## src/verilog/udpec_params.svh

```systemverilog
// constants for the usb device port and endpoint control block
// assumes an 8-bit register port and a same-clock serial engine beside it
// Function
// port bit 7 disables data-pin pull-downs; resets to 1; works in gpio use
// port bits 5 and 4 read live plus and minus line levels
// port bit 2 selects low speed when 1, full speed when 0; resets 0
// port bit 1 is a software-only flag, no hardware effect, resets 0
// port bit 0 enables the physical port; resets 0
// serial engine reset also returns the port register to reset values
// endpoint bit 7 is the expected receive toggle, resets 0
// endpoint bit 6 is the data pid sent on in, resets 0
// endpoint bit 4 flips the relevant toggle after each successful transfer
// without auto flip only software changes toggles; auto only endpoints 1-3
// receive response bits 3:2, transmit response bits 1:0, all reset 0
// receive response 00 ack, 10 nak, 11 stall
// receive response 01 sends no handshake
// transmit response 00 data expecting ack, 10 nak, 11 stall
// transmit response 01 sends data without awaiting handshake
// each endpoint has an 8-bit transmit byte count for the next in
// endpoint 2 transmit length resets to zero
// mode bit 7 enables endpoint 1 out, bit 6 endpoint 1 in; reset off
// mode bit 4 selects endpoint 1 buffer mode, resets 0
// mode bit 3 enables endpoint 4 out, bit 2 endpoint 4 in; reset 0
// endpoint 0/4 buffer layout follows only endpoint 4 enable bits
// both endpoint 4 enables: ep0 at base, ep4 rx +64, tx +128
// double buffer: first 64 bytes for toggle 0, second for toggle 1
// reserved bits read zero and ignore writes
`ifndef UDPEC_PARAMS_SVH
`define UDPEC_PARAMS_SVH
`define UDPEC_ADDR_PORT 8'hD1
`define UDPEC_ADDR_MODE 8'hEA
`define UDPEC_BASE_EP0 8'hDC
`define UDPEC_BASE_EP1 8'hD2
`define UDPEC_BASE_EP2 8'hD4
`define UDPEC_BASE_EP3 8'hD6
`define UDPEC_BASE_EP4 8'hDE
`define UDPEC_LEN_BIT 0
`define UDPEC_PORT_PD_DIS 7
`define UDPEC_PORT_DP 5
`define UDPEC_PORT_DM 4
`define UDPEC_PORT_LOW 2
`define UDPEC_PORT_FLAG 1
`define UDPEC_PORT_EN 0
`define UDPEC_CTL_RTOG 7
`define UDPEC_CTL_TTOG 6
`define UDPEC_CTL_AUTO 4
`define UDPEC_CTL_RRES_HI 3
`define UDPEC_CTL_RRES_LO 2
`define UDPEC_CTL_TRES_HI 1
`define UDPEC_CTL_TRES_LO 0
`define UDPEC_CTL_WMASK 8'hDF
`define UDPEC_MODE_WMASK 8'hDC
`define UDPEC_MODE_EP1_RX 7
`define UDPEC_MODE_EP1_TX 6
`define UDPEC_MODE_EP1_BUF 4
`define UDPEC_MODE_EP4_RX 3
`define UDPEC_MODE_EP4_TX 2
`define UDPEC_M23_EP3_RX 7
`define UDPEC_M23_EP3_TX 6
`define UDPEC_M23_EP3_BUF 4
`define UDPEC_M23_EP2_RX 3
`define UDPEC_M23_EP2_TX 2
`define UDPEC_M23_EP2_BUF 0
`define UDPEC_RES_OK 2'h0
`define UDPEC_RES_QUIET 2'h1
`define UDPEC_RES_NAK 2'h2
`define UDPEC_RES_STALL 2'h3
`define UDPEC_RST_PD_DIS 1'b1
`define UDPEC_RST_BYTE 8'h00
`define UDPEC_BUF_STEP 8'h40
`define UDPEC_BUF_STEP2 8'h80
`define UDPEC_AUTO_EP_LO 1
`define UDPEC_AUTO_EP_HI 3
`define UDPEC_EP_NONE 3'h7
`endif

```

## src/verilog/udpec_pkg.sv

```systemverilog
// types shared by the usb device port and endpoint control block
// assumes endpoint numbers fit in three bits
package udpec_pkg;

    typedef enum logic [2:0] {
        UDPEC_HS_NONE,
        UDPEC_HS_ACK,
        UDPEC_HS_NAK,
        UDPEC_HS_STALL,
        UDPEC_HS_DATA,
        UDPEC_HS_DATA_NOWAIT
    } udpec_hs_t;

    // token arrival or successful transfer report from the serial engine
    typedef struct packed {
        logic valid;
        logic is_in;
        logic [2:0] ep;
    } udpec_event_t;

    typedef struct packed {
        logic valid;
        udpec_hs_t hs;
        logic pid_odd;
        logic [7:0] len;
        logic [7:0] buf_off;
    } udpec_answer_t;

endpackage

```

## src/verilog/udpec_top.sv

```systemverilog
// usb device port control, endpoint toggles, responses and lengths
// assumes the serial engine shares MCLK_I and reports tokens and successes
`timescale 1ns/100ps
`include "udpec_params.svh"
`default_nettype none

module udpec_top
    import udpec_pkg::*;
#(
    parameter int EP_NUM = 5
)
(
    input wire logic MCLK_I,
    input wire logic SRST_I,
    input wire logic SERIAL_ENGINE_RESET_I,
    input wire logic PLUS_DATA_PIN_I,
    input wire logic MINUS_DATA_PIN_I,
    input wire logic [7:0] REG_ADDR_I,
    input wire logic [7:0] REG_WDATA_I,
    input wire logic REG_WR_I,
    input wire logic REG_RD_I,
    output logic [7:0] REG_RDATA_O,
    input wire logic [7:0] EP23_MODE_I,
    input wire udpec_event_t TOKEN_I,
    input wire udpec_event_t DONE_I,
    output udpec_answer_t ANSWER_O,
    output logic PULLDOWN_DIS_O,
    output logic SLOW_RATE_O,
    output logic PHYS_PORT_EN_O,
    output logic [7:0] EP14_MODE_O
);

    // ****************************************************
    // decoding helpers
    // ****************************************************

    // register pair base (control even, length odd) to endpoint number
    function automatic logic [2:0] ep_of(input logic [7:0] addr);
        logic [7:0] base;
        base = {addr[7:1], 1'b0};
        case (base)
            `UDPEC_BASE_EP0: ep_of = 3'h0;
            `UDPEC_BASE_EP1: ep_of = 3'h1;
            `UDPEC_BASE_EP2: ep_of = 3'h2;
            `UDPEC_BASE_EP3: ep_of = 3'h3;
            `UDPEC_BASE_EP4: ep_of = 3'h4;
            default: ep_of = `UDPEC_EP_NONE;
        endcase
    endfunction

    // response field to handshake; code 01 is honoured on any endpoint
    function automatic udpec_hs_t hs_of(input logic is_in, input logic [1:0] code);
        udpec_hs_t hs;
        hs = UDPEC_HS_NONE;
        case (code)
            `UDPEC_RES_OK:
            begin
                hs = is_in ? UDPEC_HS_DATA : UDPEC_HS_ACK;
            end
            `UDPEC_RES_QUIET:
            begin
                hs = is_in ? UDPEC_HS_DATA_NOWAIT : UDPEC_HS_NONE;
            end
            `UDPEC_RES_NAK:
            begin
                hs = UDPEC_HS_NAK;
            end
            `UDPEC_RES_STALL:
            begin
                hs = UDPEC_HS_STALL;
            end
            default:
            begin
                hs = UDPEC_HS_NONE;
            end
        endcase
        return hs;
    endfunction

    // buffer offset for endpoints 1 to 3
    function automatic logic [7:0] buf_off_of(
        input logic rx_en,
        input logic tx_en,
        input logic dbl,
        input logic is_in,
        input logic tog
    );
        logic [7:0] off;
        off = `UDPEC_RST_BYTE;
        if (!is_in)
        begin
            off = (dbl && tog) ? `UDPEC_BUF_STEP : `UDPEC_RST_BYTE;
        end
        else if (dbl)
        begin
            off = rx_en ? `UDPEC_BUF_STEP2 : `UDPEC_RST_BYTE;
            if (tog)
            begin
                off = off + `UDPEC_BUF_STEP;
            end
        end
        else
        begin
            off = rx_en ? `UDPEC_BUF_STEP : `UDPEC_RST_BYTE;
        end
        if (!(is_in ? tx_en : rx_en))
        begin
            off = `UDPEC_RST_BYTE;
        end
        return off;
    endfunction

    // ****************************************************
    // line level synchronisers
    // ****************************************************

    logic dp_meta_r;
    logic dp_sync_r;
    logic dm_meta_r;
    logic dm_sync_r;

    always_ff @(posedge MCLK_I)
    begin
        if (SRST_I)
        begin
            dp_meta_r <= 1'b0;
            dp_sync_r <= 1'b0;
            dm_meta_r <= 1'b0;
            dm_sync_r <= 1'b0;
        end
        else
        begin
            dp_meta_r <= PLUS_DATA_PIN_I;
            dp_sync_r <= dp_meta_r;
            dm_meta_r <= MINUS_DATA_PIN_I;
            dm_sync_r <= dm_meta_r;
        end
    end

    // ****************************************************
    // register port decode
    // ****************************************************

    logic [2:0] wr_ep;
    logic wr_port;
    logic wr_mode;
    logic wr_ctl_any;
    logic wr_len_any;

    always_comb
    begin
        wr_ep = ep_of(REG_ADDR_I);
        wr_port = REG_WR_I && (REG_ADDR_I == `UDPEC_ADDR_PORT);
        wr_mode = REG_WR_I && (REG_ADDR_I == `UDPEC_ADDR_MODE);
        wr_ctl_any = REG_WR_I && (wr_ep != `UDPEC_EP_NONE) && !REG_ADDR_I[`UDPEC_LEN_BIT];
        wr_len_any = REG_WR_I && (wr_ep != `UDPEC_EP_NONE) && REG_ADDR_I[`UDPEC_LEN_BIT];
    end

    // ****************************************************
    // port control register
    // ****************************************************

    logic pd_dis_r;
    logic slow_r;
    logic user_flag_r;
    logic port_en_r;

    // engine reset must return these to their reset values too, not only the system reset
    always_ff @(posedge MCLK_I)
    begin
        if (SRST_I || SERIAL_ENGINE_RESET_I)
        begin
            pd_dis_r <= `UDPEC_RST_PD_DIS;
            slow_r <= 1'b0;
            user_flag_r <= 1'b0;
            port_en_r <= 1'b0;
        end
        else if (wr_port)
        begin
            pd_dis_r <= REG_WDATA_I[`UDPEC_PORT_PD_DIS];
            slow_r <= REG_WDATA_I[`UDPEC_PORT_LOW];
            user_flag_r <= REG_WDATA_I[`UDPEC_PORT_FLAG];
            port_en_r <= REG_WDATA_I[`UDPEC_PORT_EN];
        end
    end

    // ****************************************************
    // endpoint 1/4 mode register
    // ****************************************************

    logic [7:0] mode_r;

    always_ff @(posedge MCLK_I)
    begin
        if (SRST_I)
        begin
            mode_r <= `UDPEC_RST_BYTE;
        end
        else if (wr_mode)
        begin
            mode_r <= REG_WDATA_I & `UDPEC_MODE_WMASK;
        end
    end

    // ****************************************************
    // endpoint control and length registers
    // ****************************************************

    logic [7:0] ctl_r [EP_NUM];
    logic [7:0] ctl_nxt [EP_NUM];
    logic [7:0] len_r [EP_NUM];

    genvar e;
    generate
        for (e = 0; e < EP_NUM; e++)
        begin : g_ep
            logic flip;

            // toggles flip on top of a same-cycle write so no success is lost
            always_comb
            begin
                flip = DONE_I.valid && (DONE_I.ep == 3'(e))
                    && ctl_r[e][`UDPEC_CTL_AUTO]
                    && (e >= `UDPEC_AUTO_EP_LO) && (e <= `UDPEC_AUTO_EP_HI);
                ctl_nxt[e] = (wr_ctl_any && wr_ep == 3'(e)) ? (REG_WDATA_I & `UDPEC_CTL_WMASK) : ctl_r[e];
                if (flip && DONE_I.is_in)
                begin
                    ctl_nxt[e][`UDPEC_CTL_TTOG] = ~ctl_nxt[e][`UDPEC_CTL_TTOG];
                end
                else if (flip)
                begin
                    ctl_nxt[e][`UDPEC_CTL_RTOG] = ~ctl_nxt[e][`UDPEC_CTL_RTOG];
                end
            end

            always_ff @(posedge MCLK_I)
            begin
                if (SRST_I)
                begin
                    ctl_r[e] <= `UDPEC_RST_BYTE;
                end
                else
                begin
                    ctl_r[e] <= ctl_nxt[e];
                end
            end

            // only endpoint 2 must come up zero; the rest are cleared too
            always_ff @(posedge MCLK_I)
            begin
                if (SRST_I)
                begin
                    len_r[e] <= `UDPEC_RST_BYTE;
                end
                else if (wr_len_any && wr_ep == 3'(e))
                begin
                    len_r[e] <= REG_WDATA_I;
                end
            end
        end
    endgenerate

    // ****************************************************
    // read port
    // ****************************************************

    logic [7:0] rdata_r;
    logic [7:0] rdata_nxt;
    logic [2:0] rd_ep;

    always_comb
    begin
        rd_ep = ep_of(REG_ADDR_I);
        rdata_nxt = `UDPEC_RST_BYTE;
        if (REG_RD_I)
        begin
            if (REG_ADDR_I == `UDPEC_ADDR_PORT)
            begin
                rdata_nxt[`UDPEC_PORT_PD_DIS] = pd_dis_r;
                rdata_nxt[`UDPEC_PORT_DP] = dp_sync_r;
                rdata_nxt[`UDPEC_PORT_DM] = dm_sync_r;
                rdata_nxt[`UDPEC_PORT_LOW] = slow_r;
                rdata_nxt[`UDPEC_PORT_FLAG] = user_flag_r;
                rdata_nxt[`UDPEC_PORT_EN] = port_en_r;
            end
            else if (REG_ADDR_I == `UDPEC_ADDR_MODE)
            begin
                rdata_nxt = mode_r;
            end
            else if (rd_ep < 3'(EP_NUM))
            begin
                rdata_nxt = REG_ADDR_I[`UDPEC_LEN_BIT] ? len_r[rd_ep] : ctl_r[rd_ep];
            end
        end
    end

    // data stand only in the cycle after the read strobe
    always_ff @(posedge MCLK_I)
    begin
        if (SRST_I)
        begin
            rdata_r <= `UDPEC_RST_BYTE;
        end
        else
        begin
            rdata_r <= rdata_nxt;
        end
    end

    // ****************************************************
    // token answer to the serial engine
    // ****************************************************

    logic [2:0] tk_ep;
    logic [7:0] tk_ctl;
    logic tk_rx_en;
    logic tk_tx_en;
    logic tk_enabled;
    logic tk_tog;
    logic [1:0] tk_code;
    logic [7:0] tk_off;
    udpec_answer_t ans_r;
    udpec_answer_t ans_nxt;

    always_comb
    begin
        tk_ep = TOKEN_I.ep;
        tk_ctl = (tk_ep < 3'(EP_NUM)) ? ctl_r[tk_ep] : `UDPEC_RST_BYTE;
        tk_tog = TOKEN_I.is_in ? tk_ctl[`UDPEC_CTL_TTOG] : tk_ctl[`UDPEC_CTL_RTOG];
        tk_code = TOKEN_I.is_in ? tk_ctl[`UDPEC_CTL_TRES_HI:`UDPEC_CTL_TRES_LO]
                                : tk_ctl[`UDPEC_CTL_RRES_HI:`UDPEC_CTL_RRES_LO];
        tk_rx_en = 1'b0;
        tk_tx_en = 1'b0;
        tk_off = `UDPEC_RST_BYTE;
        case (tk_ep)
            3'h0:
            begin
                tk_rx_en = 1'b1;
                tk_tx_en = 1'b1;
            end
            3'h1:
            begin
                tk_rx_en = mode_r[`UDPEC_MODE_EP1_RX];
                tk_tx_en = mode_r[`UDPEC_MODE_EP1_TX];
                tk_off = buf_off_of(tk_rx_en, tk_tx_en, mode_r[`UDPEC_MODE_EP1_BUF],
                    TOKEN_I.is_in, tk_tog);
            end
            3'h2:
            begin
                tk_rx_en = EP23_MODE_I[`UDPEC_M23_EP2_RX];
                tk_tx_en = EP23_MODE_I[`UDPEC_M23_EP2_TX];
                tk_off = buf_off_of(tk_rx_en, tk_tx_en, EP23_MODE_I[`UDPEC_M23_EP2_BUF],
                    TOKEN_I.is_in, tk_tog);
            end
            3'h3:
            begin
                tk_rx_en = EP23_MODE_I[`UDPEC_M23_EP3_RX];
                tk_tx_en = EP23_MODE_I[`UDPEC_M23_EP3_TX];
                tk_off = buf_off_of(tk_rx_en, tk_tx_en, EP23_MODE_I[`UDPEC_M23_EP3_BUF],
                    TOKEN_I.is_in, tk_tog);
            end
            3'h4:
            begin
                tk_rx_en = mode_r[`UDPEC_MODE_EP4_RX];
                tk_tx_en = mode_r[`UDPEC_MODE_EP4_TX];
                // layout shared with endpoint 0 depends on the receive enable bit only
                if (TOKEN_I.is_in && tk_rx_en)
                begin
                    tk_off = `UDPEC_BUF_STEP2;
                end
                else
                begin
                    tk_off = `UDPEC_BUF_STEP;
                end
            end
            default:
            begin
                tk_rx_en = 1'b0;
                tk_tx_en = 1'b0;
            end
        endcase
        tk_enabled = port_en_r && (TOKEN_I.is_in ? tk_tx_en : tk_rx_en);
        ans_nxt.valid = TOKEN_I.valid;
        ans_nxt.hs = tk_enabled ? hs_of(TOKEN_I.is_in, tk_code) : UDPEC_HS_NONE;
        ans_nxt.pid_odd = tk_tog;
        ans_nxt.len = (tk_ep < 3'(EP_NUM)) ? len_r[tk_ep] : `UDPEC_RST_BYTE;
        ans_nxt.buf_off = tk_off;
    end

    // a fresh answer each token; idle cycles show an all-zero answer
    always_ff @(posedge MCLK_I)
    begin
        if (SRST_I || !TOKEN_I.valid)
        begin
            ans_r <= '0;
        end
        else
        begin
            ans_r <= ans_nxt;
        end
    end

    // ****************************************************
    // outputs
    // ****************************************************

    assign REG_RDATA_O = rdata_r;
    assign ANSWER_O = ans_r;
    assign PULLDOWN_DIS_O = pd_dis_r;
    assign SLOW_RATE_O = slow_r;
    assign PHYS_PORT_EN_O = port_en_r;
    assign EP14_MODE_O = mode_r;

endmodule

`default_nettype wire
```

## config.mk

```make
export PLATFORM = sky130hd
export DESIGN_NAME = udpec_top
export DESIGN_NICKNAME = d
export VERILOG_FILES = /design/src/verilog/udpec_pkg.sv /design/src/verilog/udpec_top.sv
export VERILOG_INCLUDE_DIRS = /design/src /design/src/verilog
export SDC_FILE = /design/constraint.sdc
export NUM_CORES = 1
export LEC_CHECK = 0
export BUFFER_PORTS_ARGS = -buffer_cell sky130_fd_sc_hd__buf_2
export CORE_MARGIN = 2
export CORE_UTILIZATION = 35
export DETAILED_ROUTE_END_ITERATION = 7
export HOLD_SLACK_MARGIN = 0.06
export PLACE_DENSITY_LB_ADDON = 0.3
export SLEW_MARGIN = 30
export SYNTH_ARGS = -nofsm -noshare
export SYNTH_HDL_FRONTEND = slang
export SYNTH_SLANG_ARGS = --single-unit
```

## constraint.sdc

```tcl
create_clock -name MCLK_I -period 2.36 [get_ports MCLK_I]
set_input_delay 0.236 -clock MCLK_I [delete_from_list [all_inputs] [get_ports MCLK_I]]
set_output_delay 0.236 -clock MCLK_I [all_outputs]
set_load 0.005 [all_outputs]
```

==> flow_results.xml, run 1 <==
<?xml version="1.0" encoding="UTF-8"?>
<metrics>
  <group name="floorplan">
    <metric name="die_h" unit="um">134</metric>
    <metric name="floorplan.initialDensity" unit="%">35.7</metric>
    <metric name="die_outline_area" unit="sq um">17800</metric>
    <metric name="design.core.area" unit="sq um">16500</metric>
    <metric name="floorplan.die.width" unit="um">134</metric>
    <metric name="floorplan.rows" unit="">47</metric>
    <metric name="floorplan.io_pins" unit="">81</metric>
  </group>
  <group name="power_and_ir_drop">
    <metric name="power.static_leakage" unit="nW">2.62</metric>
    <metric name="report.power.total" unit="mW">4.09</metric>
    <metric name="logic_gate_share_of_total_power" unit="%">10.6</metric>
    <metric name="clock_power_share" unit="%">37.8</metric>
    <metric name="swShare" unit="%">25.1</metric>
    <metric name="p_int" unit="mW">3.07</metric>
    <metric name="worst_supply_voltage_drop_on_vdd" unit="mV">0.295</metric>
    <metric name="net-switching-power" unit="mW">1.03</metric>
    <metric name="power.sequential.fraction" unit="%">51.6</metric>
    <metric name="cellPowerDensity" unit="nW/um^2">603</metric>
  </group>
  <group name="worst_setup_path">
    <metric name="worst_setup_path_end_kind" unit="">flop</metric>
    <metric name="path_max_fanout" unit="">15</metric>
    <metric name="crit_path_start_kind" unit="">input port</metric>
    <metric name="worst-r2r-cell-count" unit="">5</metric>
    <metric name="critical_path.slowest_cell" unit="">sky130_fd_sc_hd__nor3_1</metric>
    <metric name="path_cells" unit="">buf_2 -&gt; buf_4 -&gt; nand2_1 -&gt; nor2_1 -&gt; nand2_1 -&gt; nor3_1 -&gt; and2_1</metric>
    <metric name="critPathRequiredTime" unit="ps">2570</metric>
    <metric name="critical_path_buf_inv_count" unit="">2</metric>
    <metric name="crit-reg2reg-launch" unit="">ctl_r[0][3]</metric>
    <metric name="crit_arrival" unit="ps">2090</metric>
    <metric name="worstSetupPathType" unit="">input port to flop</metric>
    <metric name="endpoint_of_the_most_critical_register_to_register_path" unit="">ANSWER_O[17]</metric>
    <metric name="crit_cells" unit="">7</metric>
    <metric name="worstSetupEndpoint" unit="">len_r[4][3]</metric>
    <metric name="cp_top_family" unit="">simple AND/OR/NAND/NOR gates</metric>
    <metric name="critical_path.most_common_cell" unit="">sky130_fd_sc_hd__nand2_1</metric>
    <metric name="startpoint" unit="">REG_ADDR_I[2]</metric>
    <metric name="timing.reg2reg.setup_slack" unit="ps">610</metric>
    <metric name="max_stage_delay" unit="ps">600</metric>
  </group>
  <group name="timing">
    <metric name="worst_path_setup_slack_after_routing" unit="ps">483</metric>
    <metric name="timing.max_slew.rel_slack" unit="%">52.6</metric>
    <metric name="fin_max_slew_vios" unit="">0</metric>
    <metric name="max_slew.worst_pin.slew" unit="ps">706</metric>
    <metric name="finalCriticalPeriod" unit="ps">1880</metric>
    <metric name="setup_viol_count_final" unit="">0</metric>
    <metric name="fmax" unit="MHz">533</metric>
    <metric name="finClkSkew" unit="ps">9.51</metric>
    <metric name="fin_worst_hold_slack" unit="ps">117</metric>
    <metric name="layout_worst_path_cycle_share" unit="%">79.6</metric>
    <metric name="finalHoldViolCount" unit="">0</metric>
    <metric name="grt_setup_unrepaired" unit="">false</metric>
    <metric name="setup-tns-final" unit="ps">0</metric>
  </group>
  <group name="synth">
    <metric name="synth.yosys.seq_area_share" unit="%">47.0</metric>
    <metric name="synth_cells" unit="">598</metric>
    <metric name="synth_warn" unit="">0</metric>
    <metric name="dominantRegCellSynth" unit="">sky130_fd_sc_hd__dfxtp_1</metric>
    <metric name="synth_async_sr_flop_share" unit="%">0</metric>
    <metric name="synth-edff-count" unit="">54</metric>
    <metric name="synthesis.area_per_instance" unit="sq um">9.82</metric>
    <metric name="post-synth-top-area-fraction" unit="%">27.6</metric>
    <metric name="post_synthesis_cell_area" unit="sq um">5870</metric>
    <metric name="synth.area.top_cells" unit="">sky130_fd_sc_hd__edfxtp_1 28%, sky130_fd_sc_hd__dfxtp_1 19%, sky130_fd_sc_hd__and2_1 6.0%, sky130_fd_sc_hd__mux2i_1 5.1%, sky130_fd_sc_hd__mux4_2 5.0%</metric>
    <metric name="synth.ff_latch_count" unit="">111</metric>
    <metric name="yosysUniqueCellTypes" unit="">65</metric>
    <metric name="synthDominantAreaCellType" unit="">sky130_fd_sc_hd__edfxtp_1</metric>
  </group>
  <group name="route">
    <metric name="detailroute.via_count" unit="">4825</metric>
    <metric name="detail_route.wl_per_cell" unit="um">19.6</metric>
    <metric name="drt_wl_total" unit="mm">17.4</metric>
    <metric name="remaining_drc_errors" unit="">0</metric>
    <metric name="ant_nets" unit="">0</metric>
    <metric name="drt_pass1_iterations" unit="">5</metric>
    <metric name="viasPerCell" unit="">5.42</metric>
    <metric name="initial_drc_count" unit="">388</metric>
  </group>
  <group name="layout">
    <metric name="layout-drive-gt1-share" unit="%">21.3</metric>
    <metric name="insertedDiodeCount" unit="">0</metric>
    <metric name="final_net_count" unit="">706</metric>
    <metric name="design_area" unit="sq um">6780</metric>
    <metric name="layout.cells.non_filler" unit="">890</metric>
    <metric name="final_core_utilization" unit="%">41.2</metric>
    <metric name="synthToLayoutAreaGrowth" unit="%">15.4</metric>
  </group>
  <group name="cts">
    <metric name="cts.reportedPaths.clkPinSlew" unit="ps">70</metric>
    <metric name="cts_buffers" unit="">9</metric>
    <metric name="cts_post_setup_buffers_inserted" unit="">0</metric>
    <metric name="cts-root-to-sink-buffers" unit="">2</metric>
    <metric name="clock_tree_from_tritoncts" unit="">built</metric>
    <metric name="cts_num_sinks" unit="">111</metric>
    <metric name="cts.htree.levels" unit="">3</metric>
    <metric name="ctsResizeCount" unit="">0</metric>
    <metric name="clk_latency" unit="ps">350</metric>
    <metric name="clock_tree.root_cell" unit="">sky130_fd_sc_hd__clkbuf_16</metric>
    <metric name="post_cts_hold_buffers" unit="">0</metric>
  </group>
  <group name="global_route">
    <metric name="globalRouteTotalUtil" unit="%">20.1</metric>
    <metric name="grt-ovfl-total" unit="">0</metric>
    <metric name="first_pass_grt_wire_length" unit="mm">27.5</metric>
    <metric name="first_global_vias" unit="">4751</metric>
    <metric name="largest_net_degree_at_the_start_of_global_routing" unit="">33</metric>
    <metric name="number_of_antenna_violations_at_the_first_check_in_global_routing" unit="">1</metric>
  </group>
  <group name="placement">
    <metric name="numPlacedInstances" unit="">874</metric>
    <metric name="gpl.final_weighted_congestion" unit="">0.873</metric>
    <metric name="postPlaceCellArea" unit="sq um">6470</metric>
    <metric name="buffer_ports.inserted" unit="">69</metric>
    <metric name="post-dp-hpwl" unit="mm">13.2</metric>
    <metric name="pre_cts_ws" unit="ps">177</metric>
  </group>
  <group name="run">
    <metric name="drv_cap" unit="">0</metric>
  </group>
  <group name="min_path">
    <metric name="hold_path.startpoint" unit="">SERIAL_ENGINE_RESET_I</metric>
    <metric name="hold_path.class" unit="">input port to flop</metric>
  </group>
  <group name="outcome">
    <metric name="status" unit="">finished, final reports clean</metric>
  </group>
</metrics>
## flip-flops by register name, summed over array words and instances, names as in the netlist
register        flops
PHYS_PORT_EN_O      1
dp_meta_r           1
dm_sync_r           1
dp_sync_r           1
SLOW_RATE_O         1
REG_RDATA_O         8
EP14_MODE_O         5
user_flag_r         1
PULLDOWN_DIS_O      1
len_r              40
dm_meta_r           1
ctl_r              35
ANSWER_O           15
## worst register-to-register path, cell delays in order (launching register included)
cell,delay (ps)
sky130_fd_sc_hd__edfxtp_1,410
sky130_fd_sc_hd__mux4_2,500
sky130_fd_sc_hd__a221oi_1,430
sky130_fd_sc_hd__nor2_1,90
sky130_fd_sc_hd__mux2i_1,150
sky130_fd_sc_hd__nor2_1,60
## placed cells by master (no fill, tap or decap), types with 4 or more instances in the layout
cell,count
sky130_fd_sc_hd__buf_2,69
sky130_fd_sc_hd__nand2_1,63
sky130_fd_sc_hd__dfxtp_1,57
sky130_fd_sc_hd__and2_1,56
sky130_fd_sc_hd__edfxtp_1,54
sky130_fd_sc_hd__nor2_1,50
sky130_fd_sc_hd__a21oi_1,42
sky130_fd_sc_hd__o21ai_0,33
sky130_fd_sc_hd__mux2i_1,30
sky130_fd_sc_hd__buf_4,30
sky130_fd_sc_hd__nand3_1,16
sky130_fd_sc_hd__nor3_1,14
sky130_fd_sc_hd__mux4_2,13
sky130_fd_sc_hd__nor2b_1,10
sky130_fd_sc_hd__conb_1,9
sky130_fd_sc_hd__clkbuf_16,9
sky130_fd_sc_hd__o211ai_1,8
sky130_fd_sc_hd__inv_1,7
sky130_fd_sc_hd__nand2b_1,6
sky130_fd_sc_hd__a22oi_1,6
sky130_fd_sc_hd__o21bai_1,5
sky130_fd_sc_hd__xor2_1,5
sky130_fd_sc_hd__a21o_1,4
sky130_fd_sc_hd__or3_1,4
sky130_fd_sc_hd__mux2_2,4
## power groups by stage
stage	combinational (mW)	clock, mW	sequential [mW]
4_1_cts	0.430	1.57	2.11
2_1_floorplan	0.279	0	2.14
3_3_place_gp	0.424	0	2.15
6_report	0.434	1.55	2.11
3_5_place_dp	0.429	0	2.15
5_1_grt	0.471	1.64	2.12
## how the worst min path moves through the flow
| stage | cells after the start | slack (ps) | to |
|---|---|---|---|
| after floorplan | 1 | 310 | PHYS_PORT_EN_O |
| after global placement | 1 | 430 | dm_sync_r |
| after detailed placement | 1 | 450 | dp_sync_r |
| after CTS | 2 | 110 | SLOW_RATE_O |
| after global routing | 2 | 130 | PHYS_PORT_EN_O |
| final | 2 | 120 | SLOW_RATE_O |
## logic make-up (layout without fill, tap and decap cells)
group | count (synthesis) | count (layout) | share of synthesized area, %
other | 1 | 9 | 0.0638
muxes | 47 | 47 | 10.9
AOI/OAI and AO/OA | 133 | 133 | 14.4
xor gates and xnor gates | 7 | 7 | 1.04
buffers and inverters | 59 | 123 | 5.20
and+or+nand+nor | 240 | 240 | 21.4
DFF | 111 | 111 | 47.0
## cell usage after synthesis (3+ instances only)
cell / instances
sky130_fd_sc_hd__a21o_1: 4
sky130_fd_sc_hd__a21oi_1: 42
sky130_fd_sc_hd__a221oi_1: 3
sky130_fd_sc_hd__a22oi_1: 6
sky130_fd_sc_hd__a32o_1: 3
sky130_fd_sc_hd__a32oi_1: 3
sky130_fd_sc_hd__and2_1: 56
sky130_fd_sc_hd__buf_1: 3
sky130_fd_sc_hd__buf_2: 11
sky130_fd_sc_hd__buf_4: 11
sky130_fd_sc_hd__buf_6: 3
sky130_fd_sc_hd__clkbuf_1: 21
sky130_fd_sc_hd__dfxtp_1: 57
sky130_fd_sc_hd__edfxtp_1: 54
sky130_fd_sc_hd__inv_1: 7
sky130_fd_sc_hd__mux2_2: 4
sky130_fd_sc_hd__mux2i_1: 30
sky130_fd_sc_hd__mux4_2: 13
sky130_fd_sc_hd__nand2_1: 63
sky130_fd_sc_hd__nand2b_1: 6
sky130_fd_sc_hd__nand3_1: 16
sky130_fd_sc_hd__nand3b_1: 3
sky130_fd_sc_hd__nand4_1: 3
sky130_fd_sc_hd__nor2_1: 50
sky130_fd_sc_hd__nor2b_1: 10
sky130_fd_sc_hd__nor3_1: 14
sky130_fd_sc_hd__o211ai_1: 8
sky130_fd_sc_hd__o21ai_0: 33
sky130_fd_sc_hd__o21bai_1: 5
sky130_fd_sc_hd__o22ai_1: 3
sky130_fd_sc_hd__o311ai_0: 3
sky130_fd_sc_hd__or3_1: 4
sky130_fd_sc_hd__xor2_1: 5
## cell type report
class                   instances  area (sq um)
inverters                       8          30.0
flip-flops and latches        111          2760
clock inverters                 7          81.3
multi-input cells             436          2840
fillers                      1608          9680
repair buffers                 99           571
clock buffers                   9           225
well taps                     220           275
## layer usage
metal	GRT usage, %	share of wire [%]	vias to the layer above	wire length [um]
met2	31.9	45	219	7880
met4	8.10	3.2	2	555
met1	27.7	44	2299	7670
li1	-	-	2273	-
met3	3.08	7.5	32	1310
met5	0	0.075	-	13
No activity file was read; power rests on OpenSTA's default activity.
==> inputs of run 2 (changes only) <==
- clock period: 2.36 -> 1.65 ns (I/O delays scaled with it)
==> run 2 against run 1 <==
Against the previous run: clock power is 63% higher; global-route usage is 0.72 points higher; critical endpoint is now REG_RDATA_O[2]; design area is 9.1% higher; count of clock-buffer cells in the layout stayed put; sequential power is 43% higher; routed wire length is 3.2% higher; cell count is 7.4% higher; sequential share of layout area is 3.4 points lower.
==> flow_results.xml, run 2 (same netlist as run 1, synthesis figures left out) <==
<?xml version="1.0" encoding="UTF-8"?>
<metrics>
  <group name="outcome">
    <metric name="status" unit="">finished, final reports clean</metric>
  </group>
  <group name="floorplan">
    <metric name="floorplan.initialDensity" unit="%">35.7</metric>
    <metric name="die_h" unit="um">134</metric>
    <metric name="floorplan.rows" unit="">47</metric>
    <metric name="floorplan.die.width" unit="um">134</metric>
    <metric name="die_outline_area" unit="sq um">17800</metric>
    <metric name="floorplan.io_pins" unit="">81</metric>
    <metric name="design.core.area" unit="sq um">16500</metric>
  </group>
  <group name="route">
    <metric name="detail_route.wl_per_cell" unit="um">18.8</metric>
    <metric name="viasPerCell" unit="">5.37</metric>
    <metric name="ant_nets" unit="">0</metric>
    <metric name="drt_pass1_iterations" unit="">5</metric>
    <metric name="remaining_drc_errors" unit="">0</metric>
    <metric name="drt_wl_total" unit="mm">18.0</metric>
    <metric name="initial_drc_count" unit="">566</metric>
    <metric name="detailroute.via_count" unit="">5131</metric>
  </group>
  <group name="power_and_ir_drop">
    <metric name="cellPowerDensity" unit="nW/um^2">850</metric>
    <metric name="power.static_leakage" unit="nW">3.00</metric>
    <metric name="worst_supply_voltage_drop_on_vdd" unit="mV">0.391</metric>
  </group>
  <group name="global_route">
    <metric name="globalRouteTotalUtil" unit="%">20.9</metric>
    <metric name="largest_net_degree_at_the_start_of_global_routing" unit="">35</metric>
    <metric name="first_pass_grt_wire_length" unit="mm">28.5</metric>
    <metric name="number_of_antenna_violations_at_the_first_check_in_global_routing" unit="">0</metric>
    <metric name="grt-ovfl-total" unit="">0</metric>
    <metric name="first_global_vias" unit="">4987</metric>
  </group>
  <group name="timing">
    <metric name="timing.max_slew.rel_slack" unit="%">58.9</metric>
    <metric name="finClkSkew" unit="ps">3.81</metric>
    <metric name="fmax" unit="MHz">609</metric>
    <metric name="grt_setup_unrepaired" unit="">true</metric>
    <metric name="max_slew.worst_pin.slew" unit="ps">612</metric>
    <metric name="finalHoldViolCount" unit="">0</metric>
    <metric name="fin_worst_hold_slack" unit="ps">156</metric>
    <metric name="layout_worst_path_cycle_share" unit="%">99.6</metric>
    <metric name="fin_max_slew_vios" unit="">0</metric>
    <metric name="finalCriticalPeriod" unit="ps">1640</metric>
    <metric name="setup_viol_count_final" unit="">0</metric>
  </group>
  <group name="placement">
    <metric name="post-dp-hpwl" unit="mm">14.0</metric>
    <metric name="buffer_ports.inserted" unit="">69</metric>
    <metric name="postPlaceCellArea" unit="sq um">7020</metric>
    <metric name="gpl.final_weighted_congestion" unit="">0.901</metric>
  </group>
  <group name="worst_setup_path">
    <metric name="critical_path.most_common_cell" unit="">sky130_fd_sc_hd__o211ai_1</metric>
    <metric name="critical_path.slowest_cell" unit="">sky130_fd_sc_hd__edfxtp_1</metric>
    <metric name="max_stage_delay" unit="ps">430</metric>
    <metric name="path_cells" unit="">o211ai_1 -&gt; o211ai_1 -&gt; a222oi_1 -&gt; a311oi_1 -&gt; a221o_1</metric>
    <metric name="crit_cells" unit="">5</metric>
    <metric name="worstSetupPathType" unit="">flop to flop</metric>
    <metric name="crit_path_start_kind" unit="">flop</metric>
    <metric name="crit_arrival" unit="ps">1900</metric>
    <metric name="critical_path_buf_inv_count" unit="">0</metric>
    <metric name="worst_setup_path_end_kind" unit="">flop</metric>
    <metric name="worst-r2r-cell-count" unit="">5</metric>
    <metric name="cp_top_family" unit="">compound AO/OA/AOI/OAI gates</metric>
    <metric name="path_max_fanout" unit="">3</metric>
    <metric name="critPathRequiredTime" unit="ps">1900</metric>
  </group>
  <group name="layout">
    <metric name="insertedDiodeCount" unit="">0</metric>
    <metric name="synthToLayoutAreaGrowth" unit="%">25.9</metric>
    <metric name="design_area" unit="sq um">7400</metric>
    <metric name="commonest_cells_after_routing_fill_and_taps_aside" unit="">88 x sky130_fd_sc_hd__buf_4, 69 x sky130_fd_sc_hd__buf_2, 63 x sky130_fd_sc_hd__nand2_1</metric>
    <metric name="layout-drive-gt1-share" unit="%">28.3</metric>
    <metric name="max_reg_flops" unit="">40</metric>
    <metric name="layout_commonest_cell" unit="">sky130_fd_sc_hd__buf_4</metric>
    <metric name="largest_register" unit="">len_r</metric>
    <metric name="final_net_count" unit="">772</metric>
  </group>
  <group name="cts">
    <metric name="cts.htree.levels" unit="">3</metric>
    <metric name="cts_post_setup_buffers_inserted" unit="">0</metric>
    <metric name="clock_tree.root_cell" unit="">sky130_fd_sc_hd__clkbuf_16</metric>
    <metric name="cts-root-to-sink-buffers" unit="">2</metric>
    <metric name="cts_buffers" unit="">9</metric>
    <metric name="clk_latency" unit="ps">360</metric>
    <metric name="cts.reportedPaths.clkPinSlew" unit="ps">70</metric>
    <metric name="clock_tree_from_tritoncts" unit="">built</metric>
    <metric name="cts_num_sinks" unit="">111</metric>
  </group>
  <group name="run">
    <metric name="drv_cap" unit="">0</metric>
  </group>
  <group name="min_path">
    <metric name="hold_path_depth" unit="">3</metric>
    <metric name="hold_path.class" unit="">input port to flop</metric>
  </group>
</metrics>
[run 2: cell count changes in the layout (fill, tap and decap cells not counted), sizes merged]
cell         previous run  this run
buf                    99       162
bufinv                  1         3
clkinvlp                3         1
dlygate4sd3             0         3
[run 2: final timing paths]
kind	startpoint	to	slack [ps]
max	ctl_r[0][2]	REG_RDATA_O[2]	7
min	REG_RD_I	REG_RDATA_O[5]	160
max reg2reg	ctl_r[0][2]	REG_RDATA_O[2]	7
min reg2reg	dp_meta_r	dp_sync_r	450
[run 2: cell type report]
type                       instances  area [sq um]
clock buffer                       9           225
clock inverter                     7           119
fill                            1578          9070
inverter                           8          30.0
multi-input combinational        436          2850
sequential                       111          2760
tap                              220           275
timing repair buffer             165          1140
[run 2: tightest hold or removal path: stages]
cell	delay [ps]
sky130_fd_sc_hd__buf_2	100
sky130_fd_sc_hd__nand2b_1	130
sky130_fd_sc_hd__a31oi_1	60
[run 2: through the flow]
step           std cells  utilization [%]  setup slack [ps]  total power, mW  setup TNS (ps)
2_1_floorplan        606                -              61.4             3.46               0
3_3_place_gp         937             42.6              -149             3.80           -3070
3_5_place_dp         937             42.6              -127             3.81           -4950
4_1_cts              956             44.9              20.4             6.31               0
5_1_grt              956             44.9              -170             6.50            -170
6_report             956             44.9              7.14             6.29               0
[run 2: metal layers]
layer	vias up	share of wire, %	GRT usage, %
li1	2400	-	-
met1	2477	43	27.7
met2	219	47	34.6
met3	35	6.7	2.36
met4	0	3.4	8.81
met5	-	0	0
[run 2: timing repair]
| item | in CTS | in global routing |
|---|---|---|
| hold buffers | 3 | 0 |
| setup endpoints to repair | 0 | 2 |
| resized for setup | 0 | 2 |
| endpoints found under the hold margin | 6 | 0 |
[run 2: report_power, final]
part / switching, mW / internal (mW) / total, mW
logic: 0.425 / 0.322 / 0.746
clock network: 1.03 / 1.49 / 2.52
registers: 0.0550 / 2.97 / 3.02
==> inputs of run 3 (changes only) <==
- GPL_TIMING_DRIVEN: unset -> 0
- clock period: 1.65 -> 1.4 ns (I/O delays scaled with it)
==> run 3 against run 2 <==
Against the previous run: the run now ends with negative setup slack left; sequential power is 18% higher; critical path type unchanged; core utilization is 0.73 points lower; design area is 1.6% lower; clock power is 4% lower.
==> flow_results.xml, run 3 (same netlist as run 1, synthesis figures left out) <==
<?xml version="1.0" encoding="UTF-8"?>
<metrics>
  <group name="outcome">
    <metric name="status" unit="">complete, but fails checks</metric>
    <metric name="violations" unit="">negative setup slack</metric>
  </group>
  <group name="timing">
    <metric name="finalHoldViolCount" unit="">0</metric>
    <metric name="layout_worst_path_cycle_share" unit="%">115</metric>
    <metric name="timing.max_slew.rel_slack" unit="%">49.5</metric>
    <metric name="grt_setup_unrepaired" unit="">true</metric>
    <metric name="setup_viol_count_final" unit="">9</metric>
    <metric name="fin_max_slew_vios" unit="">0</metric>
    <metric name="fmax" unit="MHz">622</metric>
    <metric name="worst_path_setup_slack_after_routing" unit="ps">-207</metric>
    <metric name="finClkSkew" unit="ps">8.36</metric>
    <metric name="finalCriticalPeriod" unit="ps">1610</metric>
    <metric name="setup-tns-final" unit="ps">-858</metric>
    <metric name="max_slew.worst_pin.slew" unit="ps">757</metric>
  </group>
  <group name="cts">
    <metric name="cts-root-to-sink-buffers" unit="">2</metric>
    <metric name="cts_buffers" unit="">9</metric>
    <metric name="cts.reportedPaths.clkPinSlew" unit="ps">70</metric>
    <metric name="clock_tree_from_tritoncts" unit="">built</metric>
    <metric name="cts.htree.levels" unit="">3</metric>
    <metric name="clock_tree.root_cell" unit="">sky130_fd_sc_hd__clkbuf_16</metric>
    <metric name="cts_num_sinks" unit="">111</metric>
    <metric name="clk_latency" unit="ps">360</metric>
  </group>
  <group name="worst_setup_path">
    <metric name="path_cells" unit="">mux4_2 -&gt; a221oi_4 -&gt; nor2_1 -&gt; mux2i_1 -&gt; nor2_1</metric>
    <metric name="critical_path.most_common_cell" unit="">sky130_fd_sc_hd__nor2_1</metric>
    <metric name="critPathRequiredTime" unit="ps">1650</metric>
    <metric name="path_max_fanout" unit="">3</metric>
    <metric name="crit-reg2reg-launch" unit="">ctl_r[0][3]</metric>
    <metric name="critical_path_buf_inv_count" unit="">0</metric>
    <metric name="crit_arrival" unit="ps">1860</metric>
    <metric name="worstSetupEndpoint" unit="">ANSWER_O[17]</metric>
    <metric name="crit_cells" unit="">5</metric>
    <metric name="crit_path_start_kind" unit="">flop</metric>
    <metric name="endpoint_of_the_most_critical_register_to_register_path" unit="">ANSWER_O[17]</metric>
    <metric name="startpoint" unit="">ctl_r[0][3]</metric>
    <metric name="worst_setup_path_end_kind" unit="">flop</metric>
    <metric name="critical_path.slowest_cell" unit="">sky130_fd_sc_hd__mux4_2</metric>
    <metric name="timing.reg2reg.setup_slack" unit="ps">-210</metric>
    <metric name="max_stage_delay" unit="ps">540</metric>
    <metric name="worst-r2r-cell-count" unit="">5</metric>
    <metric name="cp_top_family" unit="">multiplexers</metric>
    <metric name="worstSetupPathType" unit="">flop to flop</metric>
  </group>
  <group name="global_route">
    <metric name="first_global_vias" unit="">4792</metric>
    <metric name="grt-ovfl-total" unit="">0</metric>
    <metric name="first_pass_grt_wire_length" unit="mm">29.1</metric>
    <metric name="largest_net_degree_at_the_start_of_global_routing" unit="">19</metric>
    <metric name="number_of_antenna_violations_at_the_first_check_in_global_routing" unit="">0</metric>
    <metric name="globalRouteTotalUtil" unit="%">21.9</metric>
  </group>
  <group name="route">
    <metric name="ant_nets" unit="">0</metric>
    <metric name="viasPerCell" unit="">5.47</metric>
    <metric name="initial_drc_count" unit="">533</metric>
    <metric name="drt_pass1_iterations" unit="">5</metric>
    <metric name="remaining_drc_errors" unit="">0</metric>
    <metric name="detailroute.via_count" unit="">5048</metric>
    <metric name="drt_wl_total" unit="mm">19.2</metric>
    <metric name="detail_route.wl_per_cell" unit="um">20.8</metric>
  </group>
  <group name="power_and_ir_drop">
    <metric name="worst_supply_voltage_drop_on_vdd" unit="mV">0.529</metric>
    <metric name="cellPowerDensity" unit="nW/um^2">940</metric>
    <metric name="report.power.total" unit="mW">6.84</metric>
    <metric name="power.static_leakage" unit="nW">2.84</metric>
  </group>
  <group name="floorplan">
    <metric name="floorplan.die.width" unit="um">134</metric>
    <metric name="floorplan.rows" unit="">47</metric>
    <metric name="design.core.area" unit="sq um">16500</metric>
    <metric name="die_h" unit="um">134</metric>
    <metric name="die_outline_area" unit="sq um">17800</metric>
    <metric name="floorplan.io_pins" unit="">81</metric>
    <metric name="floorplan.initialDensity" unit="%">35.7</metric>
  </group>
  <group name="layout">
    <metric name="final_net_count" unit="">739</metric>
    <metric name="synthToLayoutAreaGrowth" unit="%">23.9</metric>
    <metric name="final_core_utilization" unit="%">44.2</metric>
    <metric name="largest_register" unit="">len_r</metric>
    <metric name="layout.cells.non_filler" unit="">923</metric>
    <metric name="commonest_cells_after_routing_fill_and_taps_aside" unit="">65 x sky130_fd_sc_hd__buf_2, 59 x sky130_fd_sc_hd__nand2_1, 55 x sky130_fd_sc_hd__and2_1</metric>
    <metric name="layout-drive-gt1-share" unit="%">27.7</metric>
    <metric name="insertedDiodeCount" unit="">0</metric>
    <metric name="max_reg_flops" unit="">40</metric>
    <metric name="layout_commonest_cell" unit="">sky130_fd_sc_hd__buf_2</metric>
  </group>
  <group name="placement">
    <metric name="buffer_ports.inserted" unit="">62</metric>
    <metric name="pre_cts_ws" unit="ps">-825</metric>
    <metric name="numPlacedInstances" unit="">888</metric>
    <metric name="post-dp-hpwl" unit="mm">14.5</metric>
    <metric name="gpl.final_weighted_congestion" unit="">1.04</metric>
  </group>
  <group name="min_path">
    <metric name="hold_path.startpoint" unit="">REG_WR_I</metric>
    <metric name="hold_path.class" unit="">input port to flop</metric>
  </group>
  <group name="run">
    <metric name="drv_cap" unit="">0</metric>
  </group>
</metrics>
[run 3: cell count changes in the layout (fill, tap and decap cells not counted), sizes merged, moves of 3 or more]
cell / change
buf: -56
clkbuf: +19
clkinv: +5
bufinv: -3
dlygate4sd3: +3
[run 3: worst min path at each step]
stage	depth (start not counted)	to
after global routing	3	EP14_MODE_O[6]
after global placement	2	dp_meta_r
after floorplan	1	PHYS_PORT_EN_O
after CTS	3	EP14_MODE_O[3]
after detailed placement	2	dp_meta_r
final	3	EP14_MODE_O[3]
[run 3: timing repair]
action                                  in CTS  in global routing
endpoints found under the hold margin        9                  0
buffers inserted                             5                  9
resized for setup                           28                 30
hold buffers                                 6                  0
pin swaps                                   10                 10
endpoints found under the setup margin      53                105
[run 3: stage by stage]
step	hold WS (ps)	instance area, sq um
3_5_place_dp	352	6650
2_1_floorplan	217	6060
3_3_place_gp	351	6650
6_report	81.2	7280
5_1_grt	87.2	7280
4_1_cts	66.9	7140
[run 3: final cells by class]
cell class | count | area (sq um)
well taps | 220 | 275
inverters | 8 | 31.3
repair buffers | 82 | 498
clock inverters | 7 | 50.0
fillers | 1575 | 9190
plain buffers | 50 | 352
clock buffers | 9 | 225
multi-input cells | 436 | 3080
flip-flops and latches | 111 | 2770
[run 3: worst reg2reg max path: cells and delay by family (launching register included)]
family	cells	cell delay, ps
compound gates	1	290
flops	1	390
mux	2	680
simple gates	2	140
[run 3: routing by layer]
layer	global-route usage, %	share of wire [%]	up-vias
li1	-	-	2343
met1	29.0	42	2407
met2	35.7	47	264
met3	3.73	7.5	34
met4	8.69	3.2	0
met5	0	0	-
[run 3: power breakdown]
part,total (mW),leakage (nW),internal [mW],switching (mW)
clock,2.41,0.139,1.21,1.20
sequential,3.56,0.975,3.50,0.0639
combinational,0.875,1.73,0.337,0.538
total,6.84,2.84,5.04,1.80
